`src/core/txq_rate_pkg.sv`:
```
// Constants, register map and field layout of the egress queue rate scheduler.
// Assumes a single 25 MHz system clock shared by bus, fabric and MAC logic.
package txq_rate_pkg;

  localparam int NUM_PORTS  = 3;
  localparam int NUM_QUEUES = 4;
  localparam int QSEL_W     = 2;
  localparam int RATIO_W    = 7;
  localparam int REG_W      = 16;
  localparam int DATA_W     = 32;
  localparam int ADDR_W     = 12;
  localparam int IDX_W      = 10;

  // Register indices; byte address is four times the index
  localparam logic [IDX_W-1:0] PORT1_HIGH_QUEUE_RATE_CTRL_IDX = 10'h0c8;
  localparam logic [IDX_W-1:0] PORT1_LOW_QUEUE_RATE_CTRL_IDX  = 10'h0ca;
  localparam logic [IDX_W-1:0] PORT2_HIGH_QUEUE_RATE_CTRL_IDX = 10'h0cc;
  localparam logic [IDX_W-1:0] PORT2_LOW_QUEUE_RATE_CTRL_IDX  = 10'h0ce;
  localparam logic [IDX_W-1:0] PORT3_HIGH_QUEUE_RATE_CTRL_IDX = 10'h0d0;
  localparam logic [IDX_W-1:0] PORT3_LOW_QUEUE_RATE_CTRL_IDX  = 10'h0d2;
  localparam logic [IDX_W-1:0] RATE_PERIOD_IDX                = 10'h0f0;
  localparam logic [IDX_W-1:0] SCHED_STATUS_IDX               = 10'h0f1;

  // First register of a port holds the two upper queues, second the two lower
  localparam int RATE_FIRST  = 0;
  localparam int RATE_SECOND = 1;

  localparam logic [IDX_W-1:0] RATE_IDX [NUM_PORTS][2] = '{
    '{PORT1_HIGH_QUEUE_RATE_CTRL_IDX, PORT1_LOW_QUEUE_RATE_CTRL_IDX},
    '{PORT2_HIGH_QUEUE_RATE_CTRL_IDX, PORT2_LOW_QUEUE_RATE_CTRL_IDX},
    '{PORT3_HIGH_QUEUE_RATE_CTRL_IDX, PORT3_LOW_QUEUE_RATE_CTRL_IDX}
  };

  // Field positions inside a rate register
  localparam int MODE_HI_BIT  = 15;
  localparam int RATIO_HI_LSB = 8;
  localparam int MODE_LO_BIT  = 7;
  localparam int RATIO_LO_LSB = 0;

  localparam logic [RATIO_W-1:0] HIGHEST_RATIO_RST = 7'h08;
  localparam logic [RATIO_W-1:0] HIGH_RATIO_RST    = 7'h04;
  localparam logic [RATIO_W-1:0] LOW_RATIO_RST     = 7'h02;
  localparam logic [RATIO_W-1:0] LOWEST_RATIO_RST  = 7'h01;
  localparam logic               MODE_RST          = 1'b1;

  localparam logic [REG_W-1:0] RATE_FIRST_RST  =
    {MODE_RST, HIGH_RATIO_RST, MODE_RST, HIGHEST_RATIO_RST};
  localparam logic [REG_W-1:0] RATE_SECOND_RST =
    {MODE_RST, LOWEST_RATIO_RST, MODE_RST, LOW_RATIO_RST};

  // Period length minus one, in system clock cycles
  localparam logic [REG_W-1:0] PERIOD_RST = 16'h03e8;

  // Status word layout
  localparam int STATUS_CNT_LSB = 0;
  localparam int STATUS_GQ_LSB  = 16;

  localparam logic [2:0] HSIZE_WORD = 3'h2;
  localparam logic       HRESP_OKAY = 1'b0;

endpackage : txq_rate_pkg

```
`src/core/txq_rate_scheduler.sv`:
```
// Egress queue scheduler for three switch ports, four priority queues each.
// Assumes fabric queue status and MAC requests are on the system clock.
// Functional notes
// - Highest queue in strict mode is served before any lower queue while it holds packets.
// - Highest queue in ratio mode sends at most bits 6..0 of the first register per period, reset 0x08.
// - High queue in strict mode is served before any lower queue while it holds packets.
// - High queue in ratio mode sends at most bits 14..8 of the first register per period, reset 0x04.
// - Low queue in strict mode is served before the lowest queue while it holds packets.
// - Low queue in ratio mode sends at most bits 6..0 of the second register per period, reset 0x02.
// - Lowest queue in strict mode sends only when no higher queue is served.
// - Lowest queue in ratio mode sends at most bits 14..8 of the second register per period, reset 0x01.
// - All four mode bits of every port reset to ratio mode.
// - Every port owns its own pair of rate registers.
module txq_rate_scheduler
  import txq_rate_pkg::*;
(
  input  wire logic                                       CLK_SYS_I,
  input  wire logic                                       RST_N_I,
  input  wire logic                                       HSEL_I,
  input  wire logic [DATA_W-1:0]                          HADDR_I,
  input  wire logic [1:0]                                 HTRANS_I,
  input  wire logic                                       HWRITE_I,
  input  wire logic [2:0]                                 HSIZE_I,
  input  wire logic                                       HREADY_I,
  input  wire logic [DATA_W-1:0]                          HWDATA_I,
  output logic      [DATA_W-1:0]                          HRDATA_O,
  output logic                                            HREADYOUT_O,
  output logic                                            HRESP_O,
  input  wire logic [txq_rate_pkg::NUM_PORTS*txq_rate_pkg::NUM_QUEUES-1:0] QUEUE_NONEMPTY_I,
  input  wire logic [txq_rate_pkg::NUM_PORTS-1:0]         MAC_REQ_I,
  output logic      [txq_rate_pkg::NUM_PORTS-1:0]         GRANT_O,
  output logic      [txq_rate_pkg::NUM_PORTS*txq_rate_pkg::QSEL_W-1:0] GRANT_QUEUE_O
);

  typedef struct packed {
    logic [NUM_PORTS-1:0][1:0][REG_W-1:0]                rate;
    logic [REG_W-1:0]                                    period_len;
    logic [REG_W-1:0]                                    period_cnt;
    logic [NUM_PORTS-1:0][NUM_QUEUES-1:0][RATIO_W-1:0]   sent;
    logic [NUM_PORTS-1:0]                                grant;
    logic [NUM_PORTS-1:0][QSEL_W-1:0]                    gq;
    logic                                                ph_act;
    logic                                                ph_wr;
    logic [DATA_W-1:0]                                   ph_addr;
    logic [DATA_W-1:0]                                   rdata;
  } state_t;

  state_t s_q;
  state_t s_d;

  function automatic logic [REG_W-1:0] sel_reg(input logic [1:0][REG_W-1:0] regs,
                                              input int q);
    return (q >= 2) ? regs[RATE_FIRST] : regs[RATE_SECOND];
  endfunction : sel_reg

  // Odd queues sit in the low byte of their register, even queues in the high byte
  function automatic logic q_ratio_mode(input logic [1:0][REG_W-1:0] regs,
                                        input int q);
    logic [REG_W-1:0] r;
    r = sel_reg(regs, q);
    return (q % 2 == 1) ? r[MODE_LO_BIT] : r[MODE_HI_BIT];
  endfunction : q_ratio_mode

  function automatic logic [RATIO_W-1:0] q_limit(input logic [1:0][REG_W-1:0] regs,
                                                 input int q);
    logic [REG_W-1:0] r;
    r = sel_reg(regs, q);
    return (q % 2 == 1) ? r[RATIO_LO_LSB +: RATIO_W] : r[RATIO_HI_LSB +: RATIO_W];
  endfunction : q_limit

  // Word accesses inside the low address window only; everything else is unmapped
  function automatic logic addr_ok(input logic [DATA_W-1:0] a);
    return (a[DATA_W-1:ADDR_W] == '0) && (a[1:0] == 2'h0);
  endfunction : addr_ok

  logic                                     period_end;
  logic                                     found;
  logic [QSEL_W-1:0]                        pick;
  logic [RATIO_W-1:0]                       base;
  logic                                     elig;
  logic [IDX_W-1:0]                         wr_idx;
  logic [IDX_W-1:0]                         rd_idx;
  logic                                     take;

  always_comb begin
    s_d        = s_q;
    s_d.grant  = '0;
    s_d.rdata  = '0;
    found      = 1'b0;
    pick       = '0;
    base       = '0;
    elig       = 1'b0;
    wr_idx     = s_q.ph_addr[ADDR_W-1:2];
    rd_idx     = HADDR_I[ADDR_W-1:2];
    take       = HSEL_I && HREADY_I && HTRANS_I[1];

    // Counts restart on the same edge that wraps the period counter
    period_end     = (s_q.period_cnt >= s_q.period_len);
    s_d.period_cnt = period_end ? '0 : s_q.period_cnt + 16'h0001;

    // Address phase capture; zero wait states, so every phase is taken at once
    s_d.ph_act  = take;
    s_d.ph_wr   = HWRITE_I;
    s_d.ph_addr = (HSIZE_I == HSIZE_WORD) ? HADDR_I : '1;

    // Data phase write; writes to unmapped addresses are dropped silently
    if (s_q.ph_act && s_q.ph_wr && addr_ok(s_q.ph_addr)) begin
      for (int p = 0; p < NUM_PORTS; p++) begin
        for (int r = 0; r < 2; r++) begin
          if (wr_idx == RATE_IDX[p][r]) begin
            s_d.rate[p][r] = HWDATA_I[REG_W-1:0];
          end
        end
      end
      if (wr_idx == RATE_PERIOD_IDX) begin
        s_d.period_len = HWDATA_I[REG_W-1:0];
      end
    end

    // Read data is latched at the address phase from the post-write values,
    // so a read right behind a write sees the new contents
    if (take && !HWRITE_I && HSIZE_I == HSIZE_WORD && addr_ok(HADDR_I)) begin
      for (int p = 0; p < NUM_PORTS; p++) begin
        for (int r = 0; r < 2; r++) begin
          if (rd_idx == RATE_IDX[p][r]) begin
            s_d.rdata = {16'h0000, s_d.rate[p][r]};
          end
        end
      end
      if (rd_idx == RATE_PERIOD_IDX) begin
        s_d.rdata = {16'h0000, s_d.period_len};
      end
      if (rd_idx == SCHED_STATUS_IDX) begin
        s_d.rdata[STATUS_CNT_LSB +: REG_W] = s_q.period_cnt;
        s_d.rdata[STATUS_GQ_LSB +: NUM_PORTS*QSEL_W] = s_q.gq;
      end
    end

    for (int p = 0; p < NUM_PORTS; p++) begin
      found = 1'b0;
      pick  = '0;
      // Highest eligible queue wins; strict queues are always eligible when
      // non-empty, so they starve everything below them
      for (int q = NUM_QUEUES - 1; q >= 0; q--) begin
        base = period_end ? '0 : s_q.sent[p][q];
        elig = QUEUE_NONEMPTY_I[p*NUM_QUEUES + q] &&
               (!q_ratio_mode(s_q.rate[p], q) ||
                (base < q_limit(s_q.rate[p], q)));
        if (!found && elig) begin
          found = 1'b1;
          pick  = QSEL_W'(q);
        end
      end

      // One grant per request; the cycle after a grant is blocked so the
      // MAC and the fabric status have time to follow
      if (MAC_REQ_I[p] && !s_q.grant[p] && found) begin
        s_d.grant[p] = 1'b1;
        s_d.gq[p]    = pick;
      end

      for (int q = 0; q < NUM_QUEUES; q++) begin
        base = period_end ? '0 : s_q.sent[p][q];
        // Counting only in ratio mode keeps the count below the 7-bit limit
        if (s_d.grant[p] && pick == QSEL_W'(q) && q_ratio_mode(s_q.rate[p], q)) begin
          s_d.sent[p][q] = base + 7'h01;
        end else begin
          s_d.sent[p][q] = base;
        end
      end
    end
  end

  always_ff @(posedge CLK_SYS_I or negedge RST_N_I) begin
    if (!RST_N_I) begin
      for (int p = 0; p < NUM_PORTS; p++) begin
        s_q.rate[p][RATE_FIRST]  <= RATE_FIRST_RST;
        s_q.rate[p][RATE_SECOND] <= RATE_SECOND_RST;
      end
      s_q.period_len <= PERIOD_RST;
      s_q.period_cnt <= '0;
      s_q.sent       <= '0;
      s_q.grant      <= '0;
      s_q.gq         <= '0;
      s_q.ph_act     <= 1'b0;
      s_q.ph_wr      <= 1'b0;
      s_q.ph_addr    <= '0;
      s_q.rdata      <= '0;
    end else begin
      s_q <= s_d;
    end
  end

  assign HRDATA_O      = s_q.rdata;
  assign HREADYOUT_O   = 1'b1;
  assign HRESP_O       = HRESP_OKAY;
  assign GRANT_O       = s_q.grant;
  assign GRANT_QUEUE_O = s_q.gq;

endmodule : txq_rate_scheduler

```
`config.mk`:
```
export PLATFORM = sky130hd
export DESIGN_NAME = txq_rate_scheduler
export DESIGN_NICKNAME = d
export VERILOG_FILES = /design/src/core/txq_rate_pkg.sv /design/src/core/txq_rate_scheduler.sv
export SDC_FILE = /design/constraint.sdc
export NUM_CORES = 1
export LEC_CHECK = 0
export BUFFER_PORTS_ARGS = -buffer_cell sky130_fd_sc_hd__clkbuf_2
export CAP_MARGIN = 20
export CORE_MARGIN = 3
export CORE_UTILIZATION = 63
export CTS_BUF_LIST = sky130_fd_sc_hd__clkbuf_4
export CTS_CLUSTER_DIAMETER = 80
export DETAILED_ROUTE_END_ITERATION = 12
export GPL_TIMING_DRIVEN = 0
export PLACE_DENSITY_LB_ADDON = 0.08
export SETUP_SLACK_MARGIN = 0.4
export SYNTH_ARGS = -nofsm -noshare
export SYNTH_HDL_FRONTEND = slang
export SYNTH_SLANG_ARGS = --single-unit
```
`constraint.sdc`:
```
create_clock -name CLK_SYS_I -period 5.35 [get_ports CLK_SYS_I]
set_clock_uncertainty 0.05 [all_clocks]
set_input_delay 0.535 -clock CLK_SYS_I [delete_from_list [all_inputs] [get_ports CLK_SYS_I]]
set_output_delay 0.535 -clock CLK_SYS_I [all_outputs]
set_load 0.01 [all_outputs]
```
==> summary.md <==
| Metric | Value |
|---|---|
| Max IR drop VDD | `approximately 240 uV` |
| DP Wirelength | `33,900 microns` |
| Syn Std Cell Area | `around 16,000 sq um` |
| CTS H-tree lvls | `3` |
| Area of the core | `between 20,000 and 25,000 sq um` |
| First-pass GRT wire length | `between 70,000 and 80,000 microns` |
| Remaining routing DRC violations | `0` |
| Fraction of layout cells with a size suffix above 1 | `30.6%` |
| CTS root buffer | `clkbuf_4` |
| Worst-Margin Slew | `between 1000 and 1500 ps` |
| Synth Warn # | `0` |
| Netlist cell types | `just over 90` |
| Final Hold Violating Endpoints | `0` |
| Type of origin of the critical path | `register` |
| CTS tree | `done` |
| Nets | `around 2,000` |
| Crit path capture | `s_q[132]$_DFF_PN0_` |
| Crit path DAT | `around 5400 ps` |
| Setup violations, final | `0` |
| RSZ-0062 raised after global routing | `yes` |
| Prevailing post-synth register cell | `dfrtp_1` |
| Max-cap violations | `0` |
| Slew Limit Fails | `0` |
| R2R Setup Slk | `450 ps` |
| Total CTS buffers | `76` |
| Origin of the critical flop-to-flop path | `s_q[184]$_DFF_PN1_` |
| Post-Synthesis Cells | `~1,500` |
| Worst-path clk slew | `~70 ps` |
| Pwr Density | `284 nW/um^2` |
| Vias per cell | `a little over 6` |
| Initial drt markers | `about 1,100` |
| Die area | `~27,000 sq um` |
| Wirelength, routed | `48,600 microns` |
| Num Clock Sinks | `about 280` |
| Reg2Reg Capture Point | `s_q[132]$_DFF_PN0_` |
| Routability Congestion | `around 0.9` |
| FP Rows | `between 50 and 60` |
| Die X | `between 150 and 200 microns` |
| IO buf count | `around 100` |
| Status | `finished clean` |
| Final hold slack | `65.7 ps` |
| FFs w/ async S/R, synth | `between 90% and 100%` |
| Worst-Skew Late Latency | `730 ps` |
| Antenna violations before repair | `3` |
| Critical path class | `register to register` |
| Vias in the first global route | `13,400` |
| Seq/Total Area, Yosys | `43.4%` |
| Via count | `~13,000` |
| Post-synth EDFFs | `0` |
| Initial Utilization | `roughly 65%` |
| Crit share post-route | `a little over 90%` |
| Critical path endpoint category | `register` |
| Number of synthesized register bits | `approximately 280` |
| Grt ovf | `0` |
| # fillers | `about 1,700` |
| Fin crit period | `roughly 4900 ps` |
| DR WL/cell | `roughly 22 microns` |
| Synthesized area per cell | `a little over 10 sq um` |
| FF-to-FF path depth | `19` |
| Die Ht | `approximately 170 microns` |
| Worst-case clock buffer depth | `3` |
| Overall Power | `about 5.5 mW` |
| Drt first pass iters | `5` |
| CP startpoint | `s_q[184]$_DFF_PN1_` |
| Worst Hold Class | `input port to register` |
| Global Route Usage Sum | `between 30% and 40%` |
| I/O pin count | `roughly 130` |
| Slew margin rel. | `between 15 and 20%` |
| CP required | `5880 ps` |
| Maximum clock rate | `between 0.2 and 0.25 GHz` |
| LEAKAGE | `9.18 nW` |
| Crit Path Max Fanout | `10` |
| Maximum number of pins on one net before global-route repair | `100` |
| Post-DRT Antenna Nets | `0` |
| Synth-to-layout area growth | `20.5%` |
-- Yosys cell counts, types with 21 or more instances --
master      n  share of area [%]
a21oi_1    41                1.3
nor2b_1    21               0.82
dfrtp_1   247                 39
o21ai_0    26               0.81
nor3_1     29               0.90
inv_1     121                2.8
and3_1     30                1.2
xnor2_1    37                2.0
ha_1       95                7.4
xor2_1     41                2.2
nand2b_1   42                1.6
nand3_1    51                1.6
nor4_1     36                1.4
mux2_2    103                7.2
nor2_1     57                1.3
dfstp_2    30                4.9
nand2_1    72                1.7
clkbuf_1   44                1.0
nand4_1    35                1.4
buf_4      45                2.1
and2_1     76                3.0
-- per-stage QoR --
stage               utilization [%]  setup WS, ps  area (sq um)  setup TNS (ps)  std cells
global placement               68.9         -2030         17000         -573660       1985
floorplan                         -           694         16100               0       1559
global route                   78.3           318         19300               0       2187
detailed placement             69.3         -1100         17100          -76510       1989
CTS                            75.9           414         18700               0       2164
finish                         78.3           448         19300               0       2187
-- sequential cells by signal (all words and copies together) (netlist names) --
signal	cells
GRANT_O	3
s_q	246
GRANT_QUEUE_O	6
HRDATA_O	22
-- cell families after synthesis --
family                     count (synthesis)  share of synthesized area, %
other                                      2                        0.0468
DFF                                      277                          43.4
and+or+nand+nor                          525                          19.1
xor gates and xnor gates                  78                          4.26
buffers and inverters                    226                          6.49
muxes                                    122                          8.48
adders and majority gates                 95                          7.41
AOI/OAI and AO/OA                        224                          10.8
-- where the power goes --
part | leakage [nW] | total, mW | internal (mW) | switching [mW]
clock | 0.609 | 2.05 | 1.13 | 0.920
combinational | 5.27 | 1.00 | 0.449 | 0.552
sequential | 3.30 | 2.43 | 2.26 | 0.169
total | 9.18 | 5.48 | 3.84 | 1.64
-- worst min path at each step --
stage	slack, ps	cells after the start	end	from
finish	70	2	s_q[40]$_DFF_PN0_	HADDR_I[8]
global route	40	2	s_q[40]$_DFF_PN0_	HADDR_I[8]
CTS	20	2	s_q[40]$_DFF_PN0_	HADDR_I[8]
detailed placement	430	1	s_q[78]$_DFF_PN0_	s_q[78]$_DFF_PN0_
global placement	420	1	s_q[78]$_DFF_PN0_	s_q[78]$_DFF_PN0_
floorplan	190	0	GRANT_O[0]$_DFF_PN0_	RST_N_I
-- area by class of cell --
cell class | instances | area (sq um) | share of cell area (%)
clock inverters | 12 | 120 | 0.621
clock buffers | 122 | 916 | 4.74
inverters | 121 | 454 | 2.35
repair buffers | 167 | 1190 | 6.17
well taps | 324 | 405 | 2.10
plain buffers | 105 | 703 | 3.64
diodes | 2 | 5.00 | 0.0259
flip-flops and latches | 277 | 6970 | 36.1
multi-input cells | 1057 | 8560 | 44.3
-- layer usage --
layer  up-vias  wire, microns  GRT usage, %
met5         -             11             0
met4         2           2460          18.6
met3       148           4350          9.23
met2       694          22700          56.3
met1      6545          19100          44.4
li1       6074              -             -
-- cells in the final DEF, fill, tap and decap left out, types with 34 or more instances in the layout --
cell type,synthesis,layout
inv_1,121,121
nand2_1,72,70
xor2_1,41,41
nor2_1,57,56
a21oi_1,41,38
xnor2_1,37,37
mux2_2,103,103
nand2b_1,42,42
dfrtp_1,247,244
clkbuf_4,0,123
and2_1,76,73
nand3_1,51,50
clkbuf_2,0,101
buf_4,45,73
nand4_1,35,35
ha_1,95,88
clkbuf_1,44,34
-- critical path, cell delays in order, from the launching register on --
cell	delay, ps
dfstp_2	530
inv_1	60
ha_4	270
nand2_2	70
nor3_2	490
a211o_1	330
nor3_2	80
buf_6	170
buf_8	160
buf_12	170
and2_1	180
ha_1	280
a21o_1	150
a21o_1	190
a211o_1	320
a31o_2	260
a21oi_4	170
nand3_1	140
or3_4	430
mux2_2	270
-- repair_timing --
item                       CTS  global route
pin swaps                    8            29
gates resized for setup     49            80
hold buffers                30             0
setup buffers               11            17
gates cloned                 0             4
setup endpoints to repair   93            82
hold endpoints to repair    76             0
(Power assumes the default switching activity.)
